==> src/hub_cfg_map.svh <==
// Purpose: Offsets, field positions, reset values and timing counts of the hub status group
// Assumes: Byte-wide register access over the two-wire bus or the back channel
// Notes: Definitions only
`ifndef HUB_CFG_MAP_SVH
`define HUB_CFG_MAP_SVH
`define OFS_GENERAL_CONFIGURATION 8'h02
`define OFS_SILICON_REVISION 8'h03
`define OFS_DEVICE_STATUS 8'h04
`define OFS_PARITY_THRESHOLD_HIGH 8'h05
`define OFS_PARITY_THRESHOLD_LOW 8'h06
`define RST_GENERAL_CONFIGURATION 8'h1E
`define RST_PARITY_THRESHOLD_HIGH 8'h01
`define RST_PARITY_THRESHOLD_LOW 8'h00
`define GC_PROXY_MASTER 5
`define GC_NOLOCK_POLICY 4
`define GC_OUTPUT_ENABLE 3
`define GC_SLEEP_SELECT 2
`define GC_PARITY_ENABLE 1
`define GC_REFCLK_OVERRIDE 0
`define GC_WRITE_MASK 8'h3F
`define ST_CKSUM 7
`define ST_INIT_DONE 6
`define ST_REFCLK_OK 4
`define ST_PASS 3
`define ST_LOCK 2
`define ST_RESERVED_LOW 2'h3
`define REFCLK_MIN_MHZ 12
`define REFCLK_MAX_MHZ 64
`define CLK_MHZ 250
`define MEAS_WINDOW_CYCLES 16'h0FA0
`define INIT_WORDS 4'h4
`endif

==> src/hub_cfg_pkg.sv <==
// Purpose: Types shared by the hub status group
// Assumes: Nothing
// Notes: Constants live in hub_cfg_map.svh
package hub_cfg_pkg;
    typedef enum logic [3:0] {
        INIT_IDLE = 4'h1,
        INIT_LOAD = 4'h2,
        INIT_CHECK = 4'h4,
        INIT_DONE = 4'h8
    } init_state_t;
    typedef enum logic [1:0] {
        OUT_NORMAL = 2'h0,
        OUT_HIZ = 2'h1,
        OUT_HS0 = 2'h2,
        OUT_LP11 = 2'h3
    } out_mode_t;
endpackage

==> src/hub_err_if.sv <==
// Purpose: Parity error event carrier between top and counters
// Assumes: One clock
// Notes: Plain signals with two modports
interface hub_err_if #(parameter int PORTS = 2) ();
    logic [PORTS-1:0] err;
    logic enable;
    logic [15:0] limit;
    logic [PORTS-1:0] flag;
    modport src (output err, output enable, output limit, input flag);
    modport cnt (input err, input enable, input limit, output flag);
endinterface

==> src/parity_counters.sv <==
// Purpose: Per-port saturating parity error counters with threshold flags
// Assumes: Error pulses synchronous to ref_clk
// Notes: Counters clear on reset only
`include "hub_cfg_map.svh"
module parity_counters #(parameter int PORTS = 2) (
    input wire logic ref_clk,
    input wire logic rst,
    hub_err_if.cnt e
);
    logic [15:0] count [PORTS];
    logic [15:0] next_count [PORTS];
    genvar g;
    generate
        for (g = 0; g < PORTS; g++) begin : gen_port
            always_comb begin
                next_count[g] = count[g];
                if (e.enable && e.err[g] && count[g] != 16'hFFFF) begin
                    next_count[g] = count[g] + 16'h0001;
                end
            end
            always_ff @(posedge ref_clk or posedge rst) begin
                if (rst) begin
                    count[g] <= 16'h0000;
                end else begin
                    count[g] <= next_count[g];
                end
            end
            assign e.flag[g] = (count[g] >= e.limit);
            sat_hold_a: assert property (@(posedge ref_clk) disable iff (rst)
                count[g] == 16'hFFFF |=> count[g] == 16'hFFFF) else $error("counter wrapped");
            no_count_off_a: assert property (@(posedge ref_clk) disable iff (rst)
                !e.enable |=> count[g] == $past(count[g])) else $error("counted while disabled");
        end
    endgenerate
endmodule

==> src/hub_global_cfg.sv <==
// Purpose: Global configuration and status register group of a dual-link deserializer hub
// Assumes: Register port is a byte-wide strobe interface shared by two-wire bus and back channel
// Notes: Output pins are registered
`include "hub_cfg_map.svh"
module hub_global_cfg #(
    parameter int PORTS = 2,
    // Revision and mask codes are arbitrary
    parameter logic [3:0] SILICON_REV = 4'h5,
    parameter logic [3:0] MASK_REV = 4'h9,
    parameter logic [15:0] MEAS_WINDOW = `MEAS_WINDOW_CYCLES
) (
    input wire logic ref_clk,
    input wire logic rst,
    input wire logic loc_wr,
    input wire logic loc_rd,
    input wire logic [7:0] loc_addr,
    input wire logic [7:0] loc_wdata,
    input wire logic bc_wr,
    input wire logic bc_rd,
    input wire logic [7:0] bc_addr,
    input wire logic [7:0] bc_wdata,
    output logic [7:0] rdata,
    output logic rvalid,
    input wire logic reload_defaults_cmd,
    input wire logic init_word_valid,
    input wire logic init_word_ok,
    input wire logic ext_refclk_in,
    input wire logic [PORTS-1:0] rx_lock,
    input wire logic [PORTS-1:0] port_assigned,
    input wire logic [PORTS-1:0] parity_err,
    input wire logic pass_in,
    input wire logic remote_bus_req,
    output logic remote_bus_grant,
    output logic remote_bus_nack,
    output hub_cfg_pkg::out_mode_t output_port_mode,
    output logic lock_pin,
    output logic pass_pin,
    output logic [PORTS-1:0] rx_port_status_one,
    output logic parity_checker_on,
    output logic ref_clock_present
);
    import hub_cfg_pkg::*;
    ////////////////////////////////////////////////////////////////////////
    // Register access, local bus has priority over back channel
    logic wr, rd;
    logic [7:0] addr, wdata;
    logic [7:0] general_configuration, parity_threshold_high, parity_threshold_low;
    logic [7:0] next_general_configuration, next_parity_threshold_high, next_parity_threshold_low;
    logic [7:0] next_rdata;
    logic next_rvalid;
    logic refclk_ok, init_done, cksum_ok;
    logic [7:0] device_status, silicon_revision;
    always_comb begin
        wr = loc_wr | (bc_wr & ~loc_wr & ~loc_rd);
        rd = loc_rd | (bc_rd & ~loc_wr & ~loc_rd);
        addr = (loc_wr | loc_rd) ? loc_addr : bc_addr;
        wdata = (loc_wr | loc_rd) ? loc_wdata : bc_wdata;
    end
    assign silicon_revision = {SILICON_REV, MASK_REV};
    assign device_status = {cksum_ok, init_done, 1'b0, refclk_ok, pass_pin, lock_pin, `ST_RESERVED_LOW};
    always_comb begin
        next_general_configuration = general_configuration;
        next_parity_threshold_high = parity_threshold_high;
        next_parity_threshold_low = parity_threshold_low;
        if (reload_defaults_cmd) begin
            next_general_configuration = `RST_GENERAL_CONFIGURATION;
            next_parity_threshold_high = `RST_PARITY_THRESHOLD_HIGH;
            next_parity_threshold_low = `RST_PARITY_THRESHOLD_LOW;
        end else if (wr) begin
            case (addr)
                `OFS_GENERAL_CONFIGURATION: next_general_configuration = wdata & `GC_WRITE_MASK;
                `OFS_PARITY_THRESHOLD_HIGH: next_parity_threshold_high = wdata;
                `OFS_PARITY_THRESHOLD_LOW: next_parity_threshold_low = wdata;
                default: ;
            endcase
        end
        next_rvalid = rd;
        case (addr)
            `OFS_GENERAL_CONFIGURATION: next_rdata = general_configuration;
            `OFS_SILICON_REVISION: next_rdata = silicon_revision;
            `OFS_DEVICE_STATUS: next_rdata = device_status;
            `OFS_PARITY_THRESHOLD_HIGH: next_rdata = parity_threshold_high;
            `OFS_PARITY_THRESHOLD_LOW: next_rdata = parity_threshold_low;
            default: next_rdata = 8'h00;
        endcase
        if (!rd) next_rdata = rdata;
    end
    always_ff @(posedge ref_clk or posedge rst) begin
        if (rst) begin
            general_configuration <= `RST_GENERAL_CONFIGURATION;
            parity_threshold_high <= `RST_PARITY_THRESHOLD_HIGH;
            parity_threshold_low <= `RST_PARITY_THRESHOLD_LOW;
            rdata <= 8'h00;
            rvalid <= 1'b0;
        end else begin
            general_configuration <= next_general_configuration;
            parity_threshold_high <= next_parity_threshold_high;
            parity_threshold_low <= next_parity_threshold_low;
            rdata <= next_rdata;
            rvalid <= next_rvalid;
        end
    end
    ////////////////////////////////////////////////////////////////////////
    // Initialization sequencer; reload restarts it
    init_state_t init_state, next_init_state;
    logic [3:0] init_cnt, next_init_cnt;
    logic sum_bad, next_sum_bad, next_init_done, next_cksum_ok;
    always_comb begin
        next_init_state = init_state;
        next_init_cnt = init_cnt;
        next_sum_bad = sum_bad;
        next_init_done = init_done;
        next_cksum_ok = cksum_ok;
        case (init_state)
            INIT_IDLE: begin
                next_init_state = INIT_LOAD;
                next_init_cnt = 4'h0;
                next_sum_bad = 1'b0;
            end
            INIT_LOAD: begin
                if (init_word_valid) begin
                    next_init_cnt = init_cnt + 4'h1;
                    if (init_cnt == `INIT_WORDS - 4'h1) next_init_state = INIT_CHECK;
                end
            end
            INIT_CHECK: begin
                next_cksum_ok = ~sum_bad;
                next_init_done = 1'b1;
                next_init_state = INIT_DONE;
            end
            INIT_DONE: ;
            default: next_init_state = INIT_IDLE;
        endcase
        if (init_state == INIT_LOAD && init_word_valid && !init_word_ok) next_sum_bad = 1'b1;
        if (reload_defaults_cmd) begin
            next_init_state = INIT_IDLE;
            next_init_done = 1'b0;
            next_cksum_ok = 1'b0;
        end
    end
    always_ff @(posedge ref_clk or posedge rst) begin
        if (rst) begin
            init_state <= INIT_IDLE;
            init_cnt <= 4'h0;
            sum_bad <= 1'b0;
            init_done <= 1'b0;
            cksum_ok <= 1'b0;
        end else begin
            init_state <= next_init_state;
            init_cnt <= next_init_cnt;
            sum_bad <= next_sum_bad;
            init_done <= next_init_done;
            cksum_ok <= next_cksum_ok;
        end
    end
    ////////////////////////////////////////////////////////////////////////
    // Reference clock frequency measurement, edges counted per window
    localparam logic [15:0] EDGE_MIN = 16'((`REFCLK_MIN_MHZ * MEAS_WINDOW) / `CLK_MHZ);
    localparam logic [15:0] EDGE_MAX = 16'((`REFCLK_MAX_MHZ * MEAS_WINDOW) / `CLK_MHZ);
    logic window_tick;
    logic [15:0] edge_cnt, next_edge_cnt;
    logic refclk_q, next_refclk_ok, next_ref_clock_present;
    rate_divider #(.WIDTH(16)) u_div (
        .ref_clk(ref_clk),
        .rst(rst),
        .period(MEAS_WINDOW),
        .tick(window_tick)
    );
    always_comb begin
        next_edge_cnt = edge_cnt;
        next_refclk_ok = refclk_ok;
        if (ext_refclk_in && !refclk_q && edge_cnt != 16'hFFFF) next_edge_cnt = edge_cnt + 16'h0001;
        if (window_tick) begin
            next_refclk_ok = (edge_cnt >= EDGE_MIN) && (edge_cnt <= EDGE_MAX);
            next_edge_cnt = 16'h0000;
        end
        next_ref_clock_present = general_configuration[`GC_REFCLK_OVERRIDE] | next_refclk_ok;
    end
    always_ff @(posedge ref_clk or posedge rst) begin
        if (rst) begin
            edge_cnt <= 16'h0000;
            refclk_q <= 1'b0;
            refclk_ok <= 1'b0;
            ref_clock_present <= 1'b0;
        end else begin
            edge_cnt <= next_edge_cnt;
            refclk_q <= ext_refclk_in;
            refclk_ok <= next_refclk_ok;
            ref_clock_present <= next_ref_clock_present;
        end
    end
    ////////////////////////////////////////////////////////////////////////
    // Parity counters
    hub_err_if #(.PORTS(PORTS)) err_bus ();
    assign err_bus.err = parity_err;
    assign err_bus.enable = general_configuration[`GC_PARITY_ENABLE];
    assign err_bus.limit = {parity_threshold_high, parity_threshold_low};
    parity_counters #(.PORTS(PORTS)) u_cnt (
        .ref_clk(ref_clk),
        .rst(rst),
        .e(err_bus.cnt)
    );
    ////////////////////////////////////////////////////////////////////////
    // Output pins, lock, pass, proxy gating
    out_mode_t next_mode;
    logic any_lock, next_grant, next_nack;
    always_comb begin
        any_lock = |(rx_lock & port_assigned);
        if (general_configuration[`GC_SLEEP_SELECT] && !general_configuration[`GC_OUTPUT_ENABLE]) begin
            next_mode = OUT_HIZ;
        end else if (!general_configuration[`GC_SLEEP_SELECT] && !(|rx_lock)) begin
            next_mode = OUT_HS0;
        end else if (!any_lock) begin
            next_mode = general_configuration[`GC_NOLOCK_POLICY] ? OUT_LP11 : OUT_HIZ;
        end else begin
            next_mode = OUT_NORMAL;
        end
        next_grant = remote_bus_req & general_configuration[`GC_PROXY_MASTER];
        next_nack = remote_bus_req & ~general_configuration[`GC_PROXY_MASTER];
    end
    always_ff @(posedge ref_clk or posedge rst) begin
        if (rst) begin
            output_port_mode <= OUT_HIZ;
            lock_pin <= 1'b0;
            pass_pin <= 1'b0;
            rx_port_status_one <= '0;
            parity_checker_on <= 1'b1;
            remote_bus_grant <= 1'b0;
            remote_bus_nack <= 1'b0;
        end else begin
            output_port_mode <= next_mode;
            lock_pin <= |rx_lock;
            pass_pin <= pass_in;
            rx_port_status_one <= err_bus.flag;
            parity_checker_on <= general_configuration[`GC_PARITY_ENABLE];
            remote_bus_grant <= next_grant;
            remote_bus_nack <= next_nack;
        end
    end
    ////////////////////////////////////////////////////////////////////////
    proxy_block_a: assert property (@(posedge ref_clk) disable iff (rst)
        remote_bus_req && !general_configuration[`GC_PROXY_MASTER] |=> !remote_bus_grant) else $error("proxy granted");
    grant_on_a: assert property (@(posedge ref_clk) disable iff (rst)
        remote_bus_req && general_configuration[`GC_PROXY_MASTER] |=> remote_bus_grant) else $error("proxy refused");
    hiz_policy_a: assert property (@(posedge ref_clk) disable iff (rst)
        general_configuration[`GC_SLEEP_SELECT] && general_configuration[`GC_OUTPUT_ENABLE] && !any_lock
        && !general_configuration[`GC_NOLOCK_POLICY] |=> output_port_mode == OUT_HIZ) else $error("no hiz");
    lp11_policy_a: assert property (@(posedge ref_clk) disable iff (rst)
        general_configuration[`GC_SLEEP_SELECT] && general_configuration[`GC_OUTPUT_ENABLE] && !any_lock
        && general_configuration[`GC_NOLOCK_POLICY] |=> output_port_mode == OUT_LP11) else $error("no lp11");
    sleep_hiz_a: assert property (@(posedge ref_clk) disable iff (rst)
        general_configuration[`GC_SLEEP_SELECT] && !general_configuration[`GC_OUTPUT_ENABLE]
        |=> output_port_mode == OUT_HIZ) else $error("no hiz");
    hs_zero_a: assert property (@(posedge ref_clk) disable iff (rst)
        !general_configuration[`GC_SLEEP_SELECT] && !(|rx_lock) |=> output_port_mode == OUT_HS0) else $error("no hs0");
    force_ref_a: assert property (@(posedge ref_clk) disable iff (rst)
        general_configuration[`GC_REFCLK_OVERRIDE] |=> ref_clock_present) else $error("override ignored");
    rev_field_a: assert property (@(posedge ref_clk) disable iff (rst)
        rd && addr == `OFS_SILICON_REVISION |=> rdata == {SILICON_REV, MASK_REV}) else $error("bad rev");
    cksum_bit_a: assert property (@(posedge ref_clk) disable iff (rst)
        init_state == INIT_CHECK && !reload_defaults_cmd |=> cksum_ok == !$past(sum_bad))
        else $error("bad checksum bit");
    done_bit_a: assert property (@(posedge ref_clk) disable iff (rst)
        init_state == INIT_CHECK && !reload_defaults_cmd |=> init_done) else $error("init done missing");
    refclk_range_a: assert property (@(posedge ref_clk) disable iff (rst)
        window_tick && (edge_cnt < EDGE_MIN || edge_cnt > EDGE_MAX) |=> !refclk_ok) else $error("refclk out of range");
    lock_mirror_a: assert property (@(posedge ref_clk) disable iff (rst)
        rd && addr == `OFS_DEVICE_STATUS |=> rdata[`ST_LOCK] == $past(lock_pin) && rdata[`ST_PASS] == $past(pass_pin))
        else $error("pin mismatch");
    thold_write_a: assert property (@(posedge ref_clk) disable iff (rst)
        wr && !reload_defaults_cmd && addr == `OFS_PARITY_THRESHOLD_HIGH |=> parity_threshold_high == $past(wdata))
        else $error("thold write lost");
    thold_low_a: assert property (@(posedge ref_clk) disable iff (rst)
        wr && !reload_defaults_cmd && addr == `OFS_PARITY_THRESHOLD_LOW |=> parity_threshold_low == $past(wdata))
        else $error("low byte write lost");
    read_answer_a: assert property (@(posedge ref_clk) disable iff (rst)
        rvalid == $past(rd)) else $error("read answer misplaced");
    reload_regs_a: assert property (@(posedge ref_clk) disable iff (rst)
        reload_defaults_cmd |=> general_configuration == `RST_GENERAL_CONFIGURATION
        && parity_threshold_high == `RST_PARITY_THRESHOLD_HIGH && parity_threshold_low == `RST_PARITY_THRESHOLD_LOW)
        else $error("reload missed");
endmodule

==> src/rate_divider.sv <==
// Purpose: One-cycle tick every period cycles
// Assumes: period at least 1
// Notes: Used for the measurement window
module rate_divider #(parameter int WIDTH = 16) (
    input wire logic ref_clk,
    input wire logic rst,
    input wire logic [WIDTH-1:0] period,
    output logic tick
);
    logic [WIDTH-1:0] cnt, next_cnt;
    logic next_tick;
    always_comb begin
        next_tick = (cnt == period - WIDTH'(1));
        next_cnt = next_tick ? '0 : cnt + WIDTH'(1);
    end
    always_ff @(posedge ref_clk or posedge rst) begin
        if (rst) begin
            cnt <= '0;
            tick <= 1'b0;
        end else begin
            cnt <= next_cnt;
            tick <= next_tick;
        end
    end
endmodule

==> config.mk <==
export PLATFORM = sky130hd
export DESIGN_NAME = hub_global_cfg
export DESIGN_NICKNAME = d
export VERILOG_FILES = /design/src/hub_cfg_pkg.sv /design/src/hub_err_if.sv /design/src/parity_counters.sv /design/src/hub_global_cfg.sv /design/src/rate_divider.sv
export VERILOG_INCLUDE_DIRS = /design/src
export SDC_FILE = /design/constraint.sdc
export NUM_CORES = 1
export LEC_CHECK = 0
export BUFFER_PORTS_ARGS = -buffer_cell sky130_fd_sc_hd__buf_2
export CORE_ASPECT_RATIO = 0.8
export CORE_MARGIN = 1.5
export CORE_UTILIZATION = 35
export CTS_BUF_LIST = sky130_fd_sc_hd__clkbuf_8 sky130_fd_sc_hd__clkbuf_16
export DETAILED_ROUTE_END_ITERATION = 7
export PLACE_DENSITY = 0.56
export SYNTH_ARGS = -nofsm -noshare
export SYNTH_HDL_FRONTEND = slang
export SYNTH_SLANG_ARGS = --single-unit
==> constraint.sdc <==
create_clock -name ref_clk -period 3.55 [get_ports ref_clk]
set_clock_uncertainty 0.05 [all_clocks]
set_input_delay 0.355 -clock ref_clk [delete_from_list [all_inputs] [get_ports ref_clk]]
set_output_delay 0.355 -clock ref_clk [all_outputs]
set_load 0.02 [all_outputs]
=== Word-level counts from Yosys, hierarchy flattened ===
Index checks and enable logic that the tools add are counted.

* Add/subtract/negate cells: 5
* $lt $le $gt $ge: 4
* Eq/ne operators: 18
* Multiplexer cells: 32
* Bitwise operators: 15
* Reduce and logical (&&, ||, !) cells: 31

{| class="wikitable"
|+ Operators by type and width
! kind !! count
|-
| $mux 8 || 11
|-
| $add 16x1->16 const B || 4
|-
| $mux 16 || 3
|-
| $ne 16x16->1 const B || 3
|-
| $pmux 8 s5 || 1
|-
| $ge 16x16->1 || 2
|-
| $eq 8x3->1 const B || 3
|-
| $eq 16x12->1 const B || 1
|-
| $eq 8x2->1 const B || 2
|-
| $ge 16x8->1 const B || 1
|-
| $le 16x11->1 const B || 1
|-
| $mux 4 || 4
|-
| $pmux 4 s4 || 1
|-
| $reduce_bool 2->1 || 8
|-
| $logic_and 1x1->1 || 11
|-
| $eq 4x2->1 const B || 2
|-
| $mux 2 || 4
|-
| $pmux 4 s2 || 1
|-
| $reduce_and 2->1 || 4
|-
| $mux 1 || 7
|-
| $and 1x1->1 || 6
|-
| $ne 3x3->1 const B || 2
|-
| $logic_not 1->1 || 5
|-
| $add 4x1->4 const B || 1
|-
| other kinds (9) || 17
|}

* Flip-flop bits (word level): 121
* Input bits: 50
* Output and inout port bits: 19
* Logic and storage cells: 130

=== Depth between registers and ports, before layout ===
* Depth in word-level cells: 6
* Depth in mapped cells: 8
* Mapped depth without buffers: 7

=== Cells and area by module ===
From an unflattened synthesis, not the netlist that was laid out.

* Cell total of the unflattened synthesis: 738
* Area, all modules: 7,363.3 sq um

{| class="wikitable"
|+ Modules (own cells, without submodules)
! module !! times used !! cells an instance !! area an instance (sq um) !! sequential area each (sq um)
|-
| hub_global_cfg || 1 || 347 || 3,676.0 || 1,761.7
|-
| parity_counters || 1 || 236 || 2,322.2 || 800.8
|-
| rate_divider || 1 || 155 || 1,365.1 || 425.4
|}

=== Worst setup path before layout ===
No wires, ideal clock.

* Path kind: in2reg
* From: input loc_wr
* To: register general_configuration[0]
* Setup time: 127 ps
* Arrival time: 1,786 ps
* Required time: 3,373 ps
* Slack: 1,587 ps
* Stages on the path: 5
* Buffers on the path: 1
* Cells stage by stage: buf_2 or3b_4 o41ai_4 a21o_4 mux2_1

* Cells in the longest elaborated chain, start to end: 6
* Elaborated cells on any way between the ends: 14
* Those cells by class: 1 x eq/ne; 5 x mux; 5 x bitwise; 3 x reduce/logical

{| class="wikitable"
|+ RTL lines
! what !! line !! text
|-
| start: declaration || hub_global_cfg.sv:14 || <nowiki>input wire logic loc_wr,</nowiki>
|-
| branches (longest 6 deep; another with $mux 8) || -- ||
|-
| end signal: assignment || hub_global_cfg.sv:90 || <nowiki>general_configuration <= `RST_GENERAL_CONFIGURATION;</nowiki>
|-
| end signal: assignment || hub_global_cfg.sv:96 || <nowiki>general_configuration <= next_general_configuration;</nowiki>
|-
| end: declaration || hub_global_cfg.sv:47 || <nowiki>logic [7:0] general_configuration, parity_threshold_high, parity_threshold_low;</nowiki>
|}

Parallel ways; which one is timed is not known. The select of a mux whose other input is x is not followed.
A chain may end at the register's enable or synchronous reset.

=== Final worst setup path ===
* From: register u_cnt.count[4] (netlist name)
* To: register u_cnt.count[11] (netlist name)

* Cells in the longest elaborated chain, start to end: 2
* Elaborated cells on any way between the ends: 3
* Those cells by class: 1 x add/sub; 1 x eq/ne; 1 x reduce/logical

{| class="wikitable"
|+ RTL lines
! what !! line !! text
|-
| start: declaration || parity_counters.sv:10 || <nowiki>logic [15:0] count [PORTS];</nowiki>
|-
| start signal: indexed assignment || parity_counters.sv:25 || <nowiki>count[g] <= next_count[g];</nowiki>
|-
| branches (longest 2 deep; another with $add 16x1->16) || -- ||
|}

Parallel ways; which one is timed is not known.

==> results.ini <==
[floorplan]
initial_core_util_pct=35.85
fp.dieW_um=155.7
chipHeight_um=125.2
rows=44
die_area_sq_um=19500
core_sq_um=18220
ios=69

[clock_tree]
clock-sinks=119
cts_resized=0
clk_pin_slew_ns=0.06
cts_made_buffers=17
htreeDepth=4
ctsHoldBuffers=2
clock_latency_ns=0.42
post_cts_buffers=0
cts_tree=yes
root_buffer=clkbuf_16
cts_max_path_buffers=2

[power]
p_leak_nw=3.538
powerDensity_nw_per_um2=534.9
vdd_drop_max_uv=250.3

[timing]
timing_worst_slew_pin_value_ns=1.019
fmax_ghz=0.4534
slew_headroom_pct=31.09
period_share_pct=62.13
rsz0062_at_grt=no
period_needed_ns=2.206
setup_viol=0
hold_viol=0
slew_violations=0
setup_tns_ns=0

[detailed_routing]
wl_met2_um=6993
drt-total-wl_um=16040
wire_per_inst_um=16.32
top_layer_used=met4
via_per_inst=5.296
vias=5206
drtIter0Drc=315
ant_nets=0
drc=0
m1WireLength_um=7939
wl_met3_um=833
drt-pass1-iter-count=5

[finish]
drive_gt1_share_pct=18.63
final_common_cell=dfrtp_1
num-nets-final=805
regArea_sq_um=2988
num-fill-cells=1736
multi_input_area_sq_um=3331
area_delta_synth_final_pct=19.31
diodes=0
layout_common_cells=111 x dfrtp_1, 68 x buf_2, 47 x nor2_1
fin_area_sq_um=7794

[yosys]
yosysUniqueCellTypes=73
synth_top_area_cell=dfrtp_1
async_flop_share_pct=100.0
synth_edf_count=0
synthCells=640
avgSynthCellArea_sq_um=10.21
synth_fp_nets=728
syn-cell-area_sq_um=6533
yosysSeqAreaShare_pct=45.74
yosys_warnings=0
synth_top_cell_area_share_pct=42.52
synth-seq-cells=119
synth-main-ff-cell=dfrtp_1
synth.area.top_cells=dfrtp_1 43%, ha_1 7.3%, xnor2_1 3.9%

[worst_hold_path]
min_path_type=in -> async

[global_routing]
grt_pass1_vias=5089
grt.total_usage_pct=17.48
antenna_found_initial=0
grt_max_degree=63
grt_pass1_wl_um=26520
gr-total-overflow=0

[critical_path]
crit_required_ns=3.80
crit_path_top_delay_cell=nor3_1
worst_setup_path_end_kind=flop
rrSetupSlack_ns=1.34
worst_ep_arrival_time_ns=2.45
cp-start-kind=flop
critPathMaxStageDelay_ns=0.61
path_cells=nand4_1, nor3_1, a211oi_1, and3_1, xor2_1
worst-setup-path-type=reg -> reg
crit_fanout=7

[status]
status=finished clean

[placed_design]
hpwlAfterDp_um=11870
place_area_sq_um=7144
io_buffer_count=68
gp_congestion=0.8983

[run]
cap_violations=0

[flip-flops by register name, summed over array words and instances (netlist names), 4 cells and up]
| signal | count |
|---|---|
| parity_threshold_high | 8 |
| general_configuration | 6 |
| u_div.cnt | 16 |
| init_cnt | 4 |
| rdata | 8 |
| parity_threshold_low | 8 |
| init_state | 4 |
| edge_cnt | 16 |
| u_cnt.count | 32 |
[layer usage]
layer	up-vias	track usage [%]
met4	0	5.490
li1	2510	-
met5	-	0
met3	22	4.506
met2	130	25.81
met1	2544	25.01
[per-stage QoR]
| step | utilization (%) | worst slack (ns) | hold slack [ns] | total power, mW | std cells |
|---|---|---|---|---|---|
| 6_report | 42.77 | 1.344 | 0.03539 | 4.169 | 983 |
| 4_1_cts | 42.77 | 1.376 | 0.06346 | 4.211 | 983 |
| 5_1_grt | 42.77 | 1.229 | 0.09256 | 4.405 | 983 |
| 3_5_place_dp | 39.21 | 1.300 | 0.4068 | 2.365 | 949 |
| 3_3_place_gp | 39.21 | 1.385 | 0.3857 | 2.329 | 949 |
| 2_1_floorplan | - | 0.0007685 | 0.3303 | 2.138 | 640 |
[layout make-up]
type	count	share of cell area, %
sequential	119	38.34
multi-input combinational	471	42.74
inverter	35	1.718
clock inverter	15	2.617
timing repair buffer	73	5.073
tap	253	4.062
clock buffer	17	5.458
[cell usage after synthesis, drive strengths merged, types with 14 or more instances]
cell and count:
xor2 21, nand2 42, ha 38, a21oi 36, nor2 48, nand4 16, nand3 25, o21ai 19
xnor2 29, dfrtp 111, inv 35, a211oi 14
[path summary, 6_finish.rpt]
kind | start | to | depth (start not counted)
worst max-delay path | u_cnt.count[4]$_DFFE_PP0P_ | u_cnt.count[11]$_DFFE_PP0P_ | 5
worst min-delay path | rst | u_cnt.count[14]$_DFFE_PP0P_ | 2
worst max register to register | u_cnt.count[4]$_DFFE_PP0P_ | u_cnt.count[11]$_DFFE_PP0P_ | 5
worst min register to register | u_div.cnt[0]$_DFF_PP0_ | u_div.cnt[0]$_DFF_PP0_ | 1
max in group asynchronous | rst | general_configuration[3]$_DFFE_PP1P_ | 3
min in group ref_clk | rx_lock[0] | output_port_mode[1]$_DFF_PP0_ | 2
[cells by family (layout without fill, tap and decap cells)]
logic type / Yosys count / in the layout / share of synthesized area (%)
simple gates: 221 / 221 / 18.56
compound gates: 145 / 145 / 15.71
fa+ha+maj: 38 / 38 / 7.278
xor+xnor: 50 / 50 / 6.704
mux: 17 / 17 / 2.739
flops: 119 / 119 / 45.74
buf+inv: 50 / 140 / 3.275
[where the power goes]
part	internal, mW	switching, mW
Sequential	1.50	0.179
Clock	1.18	0.649
Combinational	0.294	0.370
[critical path, delay by kind of cell (launching register included)]
kind	cells	cell delay, ns
xor+xnor	1	0.14
flops	1	0.46
compound gates	1	0.36
simple gates	3	1.07
No activity file was read; power rests on OpenSTA's default activity.
